<file path="config.mk">
export PLATFORM = sky130hd
export DESIGN_NAME = bdcc_rtc
export DESIGN_NICKNAME = d
export VERILOG_FILES = /design/src/logic/bdcc_rtc.v
export VERILOG_INCLUDE_DIRS = /design/src /design/src/inc
export SDC_FILE = /design/constraint.sdc
export NUM_CORES = 1
export LEC_CHECK = 0
export ABC_AREA = 1
export BUFFER_PORTS_ARGS = -buffer_cell sky130_fd_sc_hd__buf_2
export CAP_MARGIN = 10
export CORE_MARGIN = 4
export CORE_UTILIZATION = 55
export DETAILED_ROUTE_END_ITERATION = 12
export GPL_TIMING_DRIVEN = 1
export PLACE_DENSITY = 0.73
export SLEW_MARGIN = 15
export SYNTH_ARGS = -nofsm -noshare
export SYNTH_HDL_FRONTEND = slang
export SYNTH_SLANG_ARGS = --single-unit
</file>
<file path="constraint.sdc">
create_clock -name clk -period 2.7 [get_ports clk]
set_clock_uncertainty 0.15 [all_clocks]
set_input_delay 0.675 -clock clk [delete_from_list [all_inputs] [get_ports clk]]
set_output_delay 0.675 -clock clk [all_outputs]
set_load 0.05 [all_outputs]
</file>
<file path="src/inc/bdcc_defines.vh">
// constants for the backup-domain calendar counter
`ifndef BDCC_DEFINES_VH
`define BDCC_DEFINES_VH

// word offsets (byte address bits 7:0)
`define BDCC_ADR_CTRL      8'h00
`define BDCC_ADR_CTRLLO    8'h04
`define BDCC_ADR_PRL_HI    8'h08
`define BDCC_ADR_PRL_LO    8'h0C
`define BDCC_ADR_DIV_HI    8'h10
`define BDCC_ADR_DIV_LO    8'h14
`define BDCC_ADR_CNT_HI    8'h18
`define BDCC_ADR_CNT_LO    8'h1C
`define BDCC_ADR_ALR_HI    8'h20
`define BDCC_ADR_ALR_LO    8'h24
`define BDCC_ADR_ACCESS    8'h28

// control register fields
`define BDCC_CR_SECIE      0
`define BDCC_CR_ALRIE      1
`define BDCC_CR_OVFIE      2

// control low register fields
`define BDCC_CL_SECOND_TICK_FLAG       0
`define BDCC_CL_ALARM_MATCH_FLAG       1
`define BDCC_CL_OVFF       2
`define BDCC_CL_RSF        3
`define BDCC_CL_CNF        4
`define BDCC_CL_WDONE      5

// access register fields
`define BDCC_AC_POWER_IFACE_CLOCK_ENABLE      0
`define BDCC_AC_BACKUP_IFACE_CLOCK_ENABLE      1
`define BDCC_AC_UNPROT     2
`define BDCC_AC_KSEL_LO    8
`define BDCC_AC_KSEL_HI    9

// kernel clock selections
`define BDCC_KSEL_NONE     2'h0
`define BDCC_KSEL_LOCAL    2'h1
`define BDCC_KSEL_LSE      2'h2
`define BDCC_KSEL_LSI      2'h3

// pending-write mask bits
`define BDCC_PEND_PRL      0
`define BDCC_PEND_CNT      1
`define BDCC_PEND_ALR      2

// last commit count (a commit takes three kernel cycles), and counter steps for it
`define BDCC_CMT_LAST      2'h2
`define BDCC_CMT_ZERO      2'h0
`define BDCC_CMT_ONE       2'h1

// reset values and counter/divider constants
`define BDCC_RST_PRL       20'h00000
`define BDCC_RST_DIV       20'h00000
`define BDCC_RST_CNT       32'h00000000
`define BDCC_RST_ALR       32'h00000000
`define BDCC_CNT_MAX       32'hFFFFFFFF
`define BDCC_DIV_ZERO      20'h00000
`define BDCC_DIV_ONE       20'h00001
`define BDCC_CNT_ONE       32'h00000001
`define BDCC_ZERO16        16'h0000
`define BDCC_ZERO32        32'h00000000

`endif

</file>
<file path="src/logic/bdcc_rtc.v">
// backup-domain calendar counter: wishbone interface and core
// Operation
// - twenty-bit divider makes tick from kernel clock
// - tick raises second interrupt when enabled
// - loadable counter counts ticks, alarm compared
// - sixteen-bit registers on bus clock
// - system reset spares prescaler, alarm, counter, divider
// - writes other than the access enables blocked until enables and unprotect set
// - core and time survive system reset
// - kernel clock chosen among three sources
// - separate alarm, second, overflow interrupt lines
// - readable copies refresh per kernel edge, resynced
// - synced flag set after first copy update
// - prescaler, counter, alarm writable only in config
// - write-done low during update, gates writes
// - commit on config exit, three kernel cycles
// - second flag set in same cycle as counter update
// - overflow flag set in same cycle as wrap
// - alarm flag set in same cycle as counter reaches alarm plus one
// - bus side keeps running in sleep modes
`timescale 1ns/10ps
`default_nettype none
`include "bdcc_defines.vh"

module bdcc_rtc (
    input  wire        clk,
    input  wire        resetn,
    input  wire        bkp_resetn,
    input  wire        wb_cyc_i,
    input  wire        wb_stb_i,
    input  wire        wb_we_i,
    input  wire [7:0]  wb_adr_i,
    input  wire [3:0]  wb_sel_i,
    input  wire [31:0] wb_dat_i,
    output reg  [31:0] wb_dat_o,
    output reg         wb_ack_o,
    input  wire        interconnect_local_clock,
    input  wire        external_low_speed_osc,
    input  wire        internal_low_speed_osc,
    output reg         irq_second,
    output reg         irq_alarm,
    output reg         irq_overflow,
    output reg         alarm_out
);

    // byte-lane merge into a 16-bit register
    function [15:0] merge16;
        input [15:0] old;
        input [15:0] wd;
        input [1:0]  sel;
        begin
            merge16 = {sel[1] ? wd[15:8] : old[15:8],
                       sel[0] ? wd[7:0]  : old[7:0]};
        end
    endfunction

    // ---------------- core state (backup domain) ----------------
    reg  [19:0] prescaler_load;
    reg  [19:0] divider;
    reg  [31:0] time_counter;
    reg  [31:0] alarm_value;
    reg  [1:0]  kernel_sel;

    // ------ bus-side state (system reset; kclk_q, kclk_qq on backup reset) ------
    reg  [2:0]  control_register;
    reg         second_tick_flag;
    reg         alarm_match_flag;
    reg         rollover_flag;
    reg         regs_synced_flag;
    reg         config_mode_bit;
    reg         write_done_flag;
    reg         power_iface_clock_enable;
    reg         backup_iface_clock_enable;
    reg         backup_write_unprotect;
    reg  [19:0] shadow_prl;
    reg  [31:0] shadow_cnt;
    reg  [31:0] shadow_alr;
    reg  [2:0]  pending;
    reg  [1:0]  commit_cnt;
    reg         commit_pulse;
    reg  [19:0] prl_copy;
    reg  [19:0] div_copy;
    reg  [31:0] cnt_copy;
    reg  [31:0] alr_copy;
    reg         kclk_q;
    reg         kclk_qq;
    reg         kedge_d;

    // ---------------- bus access decode ----------------
    wire        bus_req  = wb_cyc_i & wb_stb_i;
    wire        wr_take  = bus_req & wb_ack_o & wb_we_i;
    wire [1:0]  lanes    = wb_sel_i[1:0];
    wire [15:0] wd       = wb_dat_i[15:0];
    wire        unlocked = power_iface_clock_enable &
                           backup_iface_clock_enable &
                           backup_write_unprotect;
    wire        wr_rtc   = wr_take & unlocked & write_done_flag;
    wire        wr_cfg   = wr_rtc & config_mode_bit;
    wire        wr_access = wr_take & (wb_adr_i == `BDCC_ADR_ACCESS);
    wire        wr_ctrllo = wr_rtc & (wb_adr_i == `BDCC_ADR_CTRLLO);

    // kernel clock source mux and edge detect; sources are
    // synchronous levels, so the registered copy is safe to compare
    reg kclk_mux;
    always @* begin
        case (kernel_sel)
            `BDCC_KSEL_LOCAL: kclk_mux = interconnect_local_clock;
            `BDCC_KSEL_LSE:   kclk_mux = external_low_speed_osc;
            `BDCC_KSEL_LSI:   kclk_mux = internal_low_speed_osc;
            default:          kclk_mux = 1'b0;
        endcase
    end

    // edge detector lives in the backup domain so the core keeps
    // counting through a system reset
    always @(posedge clk or negedge bkp_resetn) begin
        if (!bkp_resetn) begin
            kclk_q  <= 1'b0;
            kclk_qq <= 1'b0;
        end else begin
            kclk_q  <= kclk_mux;
            kclk_qq <= kclk_q;
        end
    end

    wire kedge    = kclk_q & ~kclk_qq;
    wire tick     = kedge & (divider == `BDCC_DIV_ZERO);
    wire ev_sec   = tick;
    wire ev_ovf   = tick & (time_counter == `BDCC_CNT_MAX);
    wire ev_alr   = tick & (time_counter == alarm_value);

    // ---------------- core process ----------------
    // only the backup reset touches these
    always @(posedge clk or negedge bkp_resetn) begin
        if (!bkp_resetn) begin
            prescaler_load <= `BDCC_RST_PRL;
            divider        <= `BDCC_RST_DIV;
            time_counter   <= `BDCC_RST_CNT;
            alarm_value    <= `BDCC_RST_ALR;
            kernel_sel     <= `BDCC_KSEL_NONE;
        end else begin
            if (wr_access & unlocked) begin
                kernel_sel <= wb_dat_i[`BDCC_AC_KSEL_HI:`BDCC_AC_KSEL_LO];
            end
            if (kedge) begin
                if (tick) begin
                    divider      <= prescaler_load;
                    time_counter <= time_counter + `BDCC_CNT_ONE;
                end else begin
                    divider <= divider - `BDCC_DIV_ONE;
                end
            end
            // a commit overrides the same-cycle count step
            if (commit_pulse) begin
                if (pending[`BDCC_PEND_PRL]) begin
                    prescaler_load <= shadow_prl;
                    divider        <= shadow_prl;
                end
                if (pending[`BDCC_PEND_CNT]) begin
                    time_counter <= shadow_cnt;
                end
                if (pending[`BDCC_PEND_ALR]) begin
                    alarm_value <= shadow_alr;
                end
            end
        end
    end

    // ---------------- bus-side process ----------------
    wire cnf_exit = wr_ctrllo & config_mode_bit & ~wd[`BDCC_CL_CNF] &
                    lanes[0];
    wire wd_sel0  = wr_ctrllo & lanes[0];

    always @(posedge clk or negedge resetn) begin
        if (!resetn) begin
            control_register          <= 3'h0;
            second_tick_flag          <= 1'b0;
            alarm_match_flag          <= 1'b0;
            rollover_flag             <= 1'b0;
            regs_synced_flag          <= 1'b0;
            config_mode_bit           <= 1'b0;
            write_done_flag           <= 1'b1;
            power_iface_clock_enable  <= 1'b0;
            backup_iface_clock_enable <= 1'b0;
            backup_write_unprotect    <= 1'b0;
            shadow_prl                <= `BDCC_RST_PRL;
            shadow_cnt                <= `BDCC_RST_CNT;
            shadow_alr                <= `BDCC_RST_ALR;
            pending                   <= 3'h0;
            commit_cnt                <= `BDCC_CMT_ZERO;
            commit_pulse              <= 1'b0;
            prl_copy                  <= `BDCC_RST_PRL;
            div_copy                  <= `BDCC_RST_DIV;
            cnt_copy                  <= `BDCC_RST_CNT;
            alr_copy                  <= `BDCC_RST_ALR;
            kedge_d                   <= 1'b0;
        end else begin
            commit_pulse <= 1'b0;
            kedge_d      <= kedge;

            // refresh copies one cycle after the kernel edge
            if (kedge_d) begin
                prl_copy <= prescaler_load;
                div_copy <= divider;
                cnt_copy <= time_counter;
                alr_copy <= alarm_value;
            end

            // access enables are always writable
            if (wr_access & lanes[0]) begin
                power_iface_clock_enable  <= wd[`BDCC_AC_POWER_IFACE_CLOCK_ENABLE];
                backup_iface_clock_enable <= wd[`BDCC_AC_BACKUP_IFACE_CLOCK_ENABLE];
                backup_write_unprotect    <= wd[`BDCC_AC_UNPROT];
            end

            if (wr_rtc & lanes[0] & (wb_adr_i == `BDCC_ADR_CTRL)) begin
                control_register <= wd[2:0];
            end

            // flags clear on written zero; a set in the same cycle wins
            second_tick_flag <= ev_sec | (second_tick_flag &
                ~(wd_sel0 & ~wd[`BDCC_CL_SECOND_TICK_FLAG]));
            alarm_match_flag <= ev_alr | (alarm_match_flag &
                ~(wd_sel0 & ~wd[`BDCC_CL_ALARM_MATCH_FLAG]));
            rollover_flag    <= ev_ovf | (rollover_flag &
                ~(wd_sel0 & ~wd[`BDCC_CL_OVFF]));
            regs_synced_flag <= kedge_d | (regs_synced_flag &
                ~(wd_sel0 & ~wd[`BDCC_CL_RSF]));
            if (wd_sel0) begin
                config_mode_bit <= wd[`BDCC_CL_CNF];
            end

            // shadow writes, held until config mode is left
            if (wr_cfg) begin
                case (wb_adr_i)
                    `BDCC_ADR_PRL_HI: begin
                        if (lanes[0]) shadow_prl[19:16] <= wd[3:0];
                        pending[`BDCC_PEND_PRL] <= 1'b1;
                    end
                    `BDCC_ADR_PRL_LO: begin
                        shadow_prl[15:0] <=
                            merge16(shadow_prl[15:0], wd, lanes);
                        pending[`BDCC_PEND_PRL] <= 1'b1;
                    end
                    `BDCC_ADR_CNT_HI: begin
                        shadow_cnt[31:16] <=
                            merge16(shadow_cnt[31:16], wd, lanes);
                        pending[`BDCC_PEND_CNT] <= 1'b1;
                    end
                    `BDCC_ADR_CNT_LO: begin
                        shadow_cnt[15:0] <=
                            merge16(shadow_cnt[15:0], wd, lanes);
                        pending[`BDCC_PEND_CNT] <= 1'b1;
                    end
                    `BDCC_ADR_ALR_HI: begin
                        shadow_alr[31:16] <=
                            merge16(shadow_alr[31:16], wd, lanes);
                        pending[`BDCC_PEND_ALR] <= 1'b1;
                    end
                    `BDCC_ADR_ALR_LO: begin
                        shadow_alr[15:0] <=
                            merge16(shadow_alr[15:0], wd, lanes);
                        pending[`BDCC_PEND_ALR] <= 1'b1;
                    end
                    default: begin
                    end
                endcase
            end

            // commit: write-done low for three kernel edges
            if (cnf_exit & (pending != 3'h0)) begin
                write_done_flag <= 1'b0;
                commit_cnt      <= `BDCC_CMT_ZERO;
            end else if (!write_done_flag && kedge) begin
                if (commit_cnt == `BDCC_CMT_LAST) begin
                    commit_pulse    <= 1'b1;
                    write_done_flag <= 1'b1;
                end else begin
                    commit_cnt <= commit_cnt + `BDCC_CMT_ONE;
                end
            end
            if (commit_pulse) begin
                pending <= 3'h0;
            end
        end
    end

    // ---------------- read mux ----------------
    reg [15:0] next_rd;
    always @* begin
        next_rd = `BDCC_ZERO16;
        case (wb_adr_i)
            `BDCC_ADR_CTRL:   next_rd = {13'h0000, control_register};
            `BDCC_ADR_CTRLLO: next_rd = {10'h000, write_done_flag,
                                config_mode_bit, regs_synced_flag,
                                rollover_flag, alarm_match_flag,
                                second_tick_flag};
            `BDCC_ADR_PRL_HI: next_rd = {12'h000, prl_copy[19:16]};
            `BDCC_ADR_PRL_LO: next_rd = prl_copy[15:0];
            `BDCC_ADR_DIV_HI: next_rd = {12'h000, div_copy[19:16]};
            `BDCC_ADR_DIV_LO: next_rd = div_copy[15:0];
            `BDCC_ADR_CNT_HI: next_rd = cnt_copy[31:16];
            `BDCC_ADR_CNT_LO: next_rd = cnt_copy[15:0];
            `BDCC_ADR_ALR_HI: next_rd = alr_copy[31:16];
            `BDCC_ADR_ALR_LO: next_rd = alr_copy[15:0];
            `BDCC_ADR_ACCESS: next_rd = {6'h00, kernel_sel, 5'h00,
                                backup_write_unprotect,
                                backup_iface_clock_enable,
                                power_iface_clock_enable};
            default:          next_rd = `BDCC_ZERO16;
        endcase
    end

    // one-wait-state slave; bus side has no sleep gating
    always @(posedge clk or negedge resetn) begin
        if (!resetn) begin
            wb_ack_o     <= 1'b0;
            wb_dat_o     <= `BDCC_ZERO32;
            irq_second   <= 1'b0;
            irq_alarm    <= 1'b0;
            irq_overflow <= 1'b0;
            alarm_out    <= 1'b0;
        end else begin
            wb_ack_o <= bus_req & ~wb_ack_o;
            if (bus_req & ~wb_ack_o & ~wb_we_i) begin
                wb_dat_o <= {16'h0000, next_rd};
            end else begin
                wb_dat_o <= `BDCC_ZERO32;
            end
            irq_second   <= second_tick_flag &
                            control_register[`BDCC_CR_SECIE];
            irq_alarm    <= alarm_match_flag &
                            control_register[`BDCC_CR_ALRIE];
            irq_overflow <= rollover_flag &
                            control_register[`BDCC_CR_OVFIE];
            alarm_out    <= ev_alr;
        end
    end

endmodule // bdcc_rtc

`default_nettype wire

</file>
==> results.json, run 1 <==
{
  "place_hpwl_um": 30800,
  "relSlewSlack_pct": 58.6,
  "syn_avg_cell_area_um2": 8.67,
  "vias": 12700,
  "antenna_found_initial": 0,
  "multi_input_area_um2": 6670,
  "critPathArrivalTime_ns": 2.67,
  "hold_path_class": "register to register",
  "final_layout_size_suffix_gt1_share_pct": 16.4,
  "area_delta_synth_final_pct": 13.1,
  "tns_ns": 0,
  "ys_seq_area_share_pct": 52.4,
  "worst-path-buf-inv": 2,
  "cts_buffer_depth": 3,
  "critPathKind": "register to register",
  "drtIter0Drc": 1045,
  "p_sw_share_pct": 21.9,
  "cpLargestDelayFamily": "simple AND/OR/NAND/NOR gates",
  "ioPinCount": 90,
  "rsz0062_at_grt": "no",
  "clock-root-buffer": "clkbuf_16",
  "synth_cell_type_count": 38,
  "viasPerCell": 5.45,
  "cts_tree": "built",
  "path_max_fanout": 8,
  "hold_violations": 0,
  "synth_async_sr_flop_share_pct": 100,
  "clkPwrFrac_pct": 48.8,
  "post_cts_buffers": 0,
  "cp-start-kind": "register",
  "synth_area_um2": 16000,
  "fp.dieW_um": 179,
  "numCtsBuffers": 37,
  "row_count": 62,
  "power_mw": 10.4,
  "grt_pass1_vias": 12400,
  "die-area_um2": 32000,
  "p_comb_share_pct": 2.7,
  "synth-edff-count": 0,
  "gr-total-overflow": 0,
  "clkSinkCount": 336,
  "yosysTopAreaCell": "dfrtp_1",
  "gp_congestion": 0.904,
  "slew_viol_final": 0,
  "drcViolationCount": 0,
  "seq_area_um2": 8410,
  "grt_max_degree": 67,
  "fmax_ghz": 0.414,
  "antenna_cells": 0,
  "htree_levels": 2,
  "setup_viol": 0,
  "coreArea_um2": 28700,
  "drtAntennaViolNets": 0,
  "finalCritPeriodShare_pct": 89.5,
  "first_pass_iters": 5,
  "nets": 1984,
  "ys_ff_latch": 336,
  "worst_pin_slew_ns": 0.620,
  "fp.dieH_um": 179,
  "synth_most_common_cell": "nand2_1",
  "cp_data_required_time_ns": 2.95,
  "netlist_instances": 1850,
  "synth_area_leaders": "dfrtp_1 52%, nand2_1 13%, mux2_2 6.1%, o21ai_0 5.3%, nor2_1 3.7%",
  "crit_chain": "inv_1 > ha_1 > nand2_1 > nor2_4 > nand2_4 > nor2_4 > nand2_1 > buf_4 > nor2_1 > o21ai_1",
  "period_needed_ns": 2.42,
  "maxCapViolations": 0,
  "cp-end-kind": "register",
  "port_buffers": 55,
  "status": "complete, no violations",
  "max_stage_delay_ns": 0.40,
  "cp_slowest_cell": "dfrtp_1",
  "power.leakage_nw": 9.25,
  "wirelength_um": 43400,
  "initial_utilization_pct": 55.9,
  "path_clk_slew_ns": 0.06,
  "clkLatencyLatePin_ns": 0.53,
  "power.density_nw_per_um2": 573,
  "grt_pass1_wl_um": 68400,
  "yosys_warnings": 0,
  "peakVddDrop_mv": 0.467,
  "pwr-share-seq_pct": 48.5,
  "grt_util_all_layers_pct": 27.7,
  "synth_common_cells": "566 x nand2_1, 335 x dfrtp_1, 171 x o21ai_0",
  "cellInternalPower_mw": 8.12,
  "yosys_most_used_dff": "dfrtp_1",
  "p_switching_mw": 2.27,
  "avgRoutedWirePerCell_um": 18.6,
  "synth_top_area_share_pct": 52.3,
  "fill_cells": 2453
}
-- final timing paths --
kind,cells past startpoint,startpoint,endpoint,slack (ns)
max,10,divider[1]$_DFF_PN0_,time_counter[1]$_DFF_PN0_,0.28
min,0,kclk_q$_DFF_PN0_,kclk_qq$_DFF_PN0_,0.25
max reg2reg,10,divider[1]$_DFF_PN0_,time_counter[1]$_DFF_PN0_,0.28
min reg2reg,0,kclk_q$_DFF_PN0_,kclk_qq$_DFF_PN0_,0.25
max in group asynchronous,3,resetn,write_done_flag$_DFFE_PN1P_,1.14
min in group asynchronous,2,resetn,shadow_cnt[31]$_DFFE_PN0P_,0.50
-- cell families after synthesis --
group | synth area share, %
compound gates | 7.84
xor+xnor | 2.79
fa+ha+maj | 0.234
buf+inv | 6.30
flops | 52.4
mux | 6.11
other cells | 0.0234
simple gates | 24.3
-- cell type report --
class                      instances  area share, %
clock buffer                      52           5.86
clock inverter                    13          0.835
inverter                         148           3.06
multi-input combinational       1299           36.8
sequential                       336           46.4
tap                              384           2.65
timing repair buffer             106           4.42
-- cell usage in the layout (no fill, tap or decap), types with 8 or more instances in the layout --
master	n
buf_4	40
nor2_1	158
o21ai_0	171
nand2_2	11
dfrtp_1	334
nand3b_1	12
xor2_1	19
clkbuf_8	8
xnor2_1	32
buf_2	53
or2_2	17
nand3_1	70
nand4_1	16
nand3_2	8
a21oi_1	44
nor2_4	13
o21ai_1	18
nor3_1	9
inv_1	142
clkbuf_16	37
buf_12	10
mux2_2	87
conb_1	16
nand2_1	566
-- timing repair --
| item | in CTS | in global routing |
|---|---|---|
| hold buffers | 2 | 0 |
| hold endpoints to repair | 59 | 0 |
| resized for setup | 0 | 0 |
-- power groups by stage --
stage	registers (mW)	logic [mW]	clock network, mW
3_3_place_gp	5.13	0.279	0
2_1_floorplan	5.13	0.102	0
4_1_cts	5.04	0.287	5.13
5_1_grt	5.03	0.310	5.34
3_5_place_dp	5.13	0.283	0
6_report	5.04	0.280	5.08
-- registers in the layout, indices dropped and copies added (netlist names), 16 cells and up --
register and flops:
shadow_cnt 32, alarm_value 32, shadow_alr 32, cnt_copy 32, shadow_prl 20, divider 20
prl_copy 20, wb_dat_o 16, time_counter 32, alr_copy 32, prescaler_load 20, div_copy 20
-- through the flow --
stage / hold WS, ns / utilization [%] / setup WS [ns] / instances / instance area, um^2
finish: 0.254 / 63.2 / 0.282 / 2338 / 18100
global placement: 0.210 / 58.9 / 0.202 / 2271 / 16900
CTS: 0.254 / 63.2 / 0.290 / 2338 / 18100
floorplan: 0.204 / - / 0.720 / 1865 / 16100
global route: 0.263 / 63.2 / 0.180 / 2338 / 18100
detailed placement: 0.245 / 58.9 / 0.177 / 2271 / 16900
-- metal layers --
metal / track usage [%] / wire length, um
met1: 38.7 / 19200
met2: 44.8 / 20600
met3: 4.93 / 2360
met4: 8.12 / 1240
met5: 0 / 0
(Power assumes the default switching activity.)
==> run 2, diff against run 1 <==
--- a/config.mk
+++ b/config.mk
@@ -9,12 +9,13 @@
 export ABC_AREA = 1
 export BUFFER_PORTS_ARGS = -buffer_cell sky130_fd_sc_hd__buf_2
 export CAP_MARGIN = 10
-export CORE_MARGIN = 4
 export CORE_UTILIZATION = 55
 export DETAILED_ROUTE_END_ITERATION = 12
 export GPL_TIMING_DRIVEN = 1
 export PLACE_DENSITY = 0.73
+export RECOVER_POWER = 50
 export SLEW_MARGIN = 15
 export SYNTH_ARGS = -nofsm -noshare
 export SYNTH_HDL_FRONTEND = slang
 export SYNTH_SLANG_ARGS = --single-unit
+export TNS_END_PERCENT = 100
==> run 2 against run 1 <==
Compared with the run above: core utilization is 0.33 points lower; first-iteration DRC count is 14% higher; power is 0.58% lower; clock-buffer cell count is 1 lower; sequential power hardly changed; largest power group is now sequential cells; highest routed layer is now met5; hold slack worse by 0.059 ns; die area is 6.6% lower; fmax is 1.4% lower; critical endpoint is now alr_copy[9]$_DFFE_PN0P_.
==> results.json, run 2 (same netlist as run 1, synthesis figures left out) <==
{
  "power.leakage_nw": 9.24,
  "fill_cells": 2448,
  "p_sw_share_pct": 22.3,
  "cts_tree": "built",
  "peakVddDrop_mv": 0.418,
  "clkLatencyLatePin_ns": 0.53,
  "die-area_um2": 29800,
  "seq_area_um2": 8410,
  "ioPinCount": 90,
  "maxCapViolations": 0,
  "p_switching_mw": 2.30,
  "viasPerCell": 5.56,
  "place_ws_ns": 0.195,
  "pwr-share-seq_pct": 48.8,
  "clkSinkCount": 336,
  "area_delta_synth_final_pct": 12.5,
  "p_comb_share_pct": 2.6,
  "vias": 13000,
  "drtAntennaViolNets": 0,
  "clock-root-buffer": "clkbuf_16",
  "utilization_pct": 62.9,
  "wirelength_um": 43800,
  "cellInternalPower_mw": 8.03,
  "layout_setup_ws_ns": 0.249,
  "avgRoutedWirePerCell_um": 18.7,
  "coreArea_um2": 28700,
  "path_max_fanout": 32,
  "gr-total-overflow": 0,
  "port_buffers": 55,
  "tns_ns": 0,
  "antenna_cells": 0,
  "cp_data_required_time_ns": 2.96,
  "post_cts_buffers": 0,
  "initial_utilization_pct": 55.9,
  "fp.dieW_um": 173,
  "mostFrequentLayoutCells": "566 x nand2_1, 335 x dfrtp_1, 171 x o21ai_0",
  "grt_pass1_vias": 12700,
  "status": "complete, no violations",
  "layout_commonest_cell": "nand2_1",
  "first_pass_iters": 6,
  "setup_viol": 0,
  "fmax_ghz": 0.408,
  "antenna_found_initial": 1,
  "slew_viol_final": 0,
  "period_needed_ns": 2.45,
  "worst_pin_slew_ns": 1.32,
  "place_hpwl_um": 31000,
  "cp-end-kind": "register",
  "grt_max_degree": 59,
  "rsz0062_at_grt": "no",
  "htree_levels": 2,
  "nets": 1982,
  "drcViolationCount": 0,
  "path_clk_slew_ns": 0.06,
  "clkPwrFrac_pct": 48.7,
  "numCtsBuffers": 37,
  "r2r_cells": 2,
  "fp.dieH_um": 173,
  "row_count": 62,
  "multi_input_area_um2": 6650,
  "gp_congestion": 0.947,
  "cp-start-kind": "register",
  "relSlewSlack_pct": 12.0,
  "critPathArrivalTime_ns": 2.71,
  "final_layout_size_suffix_gt1_share_pct": 16.5,
  "hold_violations": 0,
  "grt_pass1_wl_um": 70000,
  "critPathKind": "register to register",
  "grt_util_all_layers_pct": 30.2,
  "finalCritPeriodShare_pct": 90.8,
  "cts_buffer_depth": 3,
  "drtIter0Drc": 1191,
  "power.density_nw_per_um2": 573,
  "hold_path_class": "input port to asynchronous set/reset pin"
}
## run 2: cell count changes in the layout (fill, tap and decap cells not counted), moves of 2 or more
cell	change
clkbuf_2	+5
clkinv_2	+5
buf_12	-3
buf_4	-3
clkbuf_1	-3
bufinv_16	-2
clkbuf_16	+2
clkinv_4	+2
inv_6	-2
## run 2: repair_timing
action | 4_1_cts | 5_1_grt
hold endpoints to repair | 43 | 0
resized for setup | 0 | 0
hold buffers | 1 | 0
## run 2: layout make-up
type / instances / area share, %
clock buffers: 51 / 6.10
clock inverters: 16 / 0.645
inverters: 148 / 3.08
multi-input cells: 1299 / 36.9
flip-flops and latches: 336 / 46.6
well taps: 384 / 2.66
repair buffers: 104 / 4.04
## run 2: critical path: stages, from the launching register on
cell,delay (ns)
dfrtp_1,1.22
clkbuf_2,0.56
mux2_2,0.40
## run 2: final timing paths
kind / endpoint / startpoint / slack, ns
min in group clk: kclk_qq$_DFF_PN0_ / kclk_q$_DFF_PN0_ / 0.24
setup reg to reg: alr_copy[9]$_DFFE_PN0P_ / kedge_d$_DFF_PN0_ / 0.25
setup / recovery: alr_copy[9]$_DFFE_PN0P_ / kedge_d$_DFF_PN0_ / 0.25
max in group asynchronous: shadow_cnt[21]$_DFFE_PN0P_ / resetn / 0.43
hold reg to reg: kclk_qq$_DFF_PN0_ / kclk_q$_DFF_PN0_ / 0.24
hold / removal: prescaler_load[17]$_DFFE_PN0P_ / bkp_resetn / 0.19
## run 2: stage by stage
| stage | hold WS [ns] | power (mW) | instances | cell area, um^2 |
|---|---|---|---|---|
| after floorplan | 0.204 | 5.24 | 1865 | 16100 |
| after global placement | 0.207 | 5.41 | 2270 | 16900 |
| after detailed placement | 0.218 | 5.41 | 2270 | 16900 |
| after CTS | 0.00819 | 10.4 | 2338 | 18100 |
| after global routing | 0.246 | 10.6 | 2338 | 18000 |
| final | 0.195 | 10.3 | 2338 | 18000 |
## run 2: layer usage
layer	routed length, um	global-route usage, %	vias up
met3	3050	4.64	84
met5	13	0	-
li1	-	-	6029
met2	20600	47.9	450
met1	18800	42.7	6428
met4	1270	10.1	2
## run 2: power groups by stage
stage               clock [mW]  sequential [mW]  combinational (mW)
finish                    5.03             5.04               0.265
global route              5.32             5.03               0.294
CTS                       5.07             5.04               0.282
detailed placement           0             5.13               0.280
global placement             0             5.13               0.278
floorplan                    0             5.13               0.102
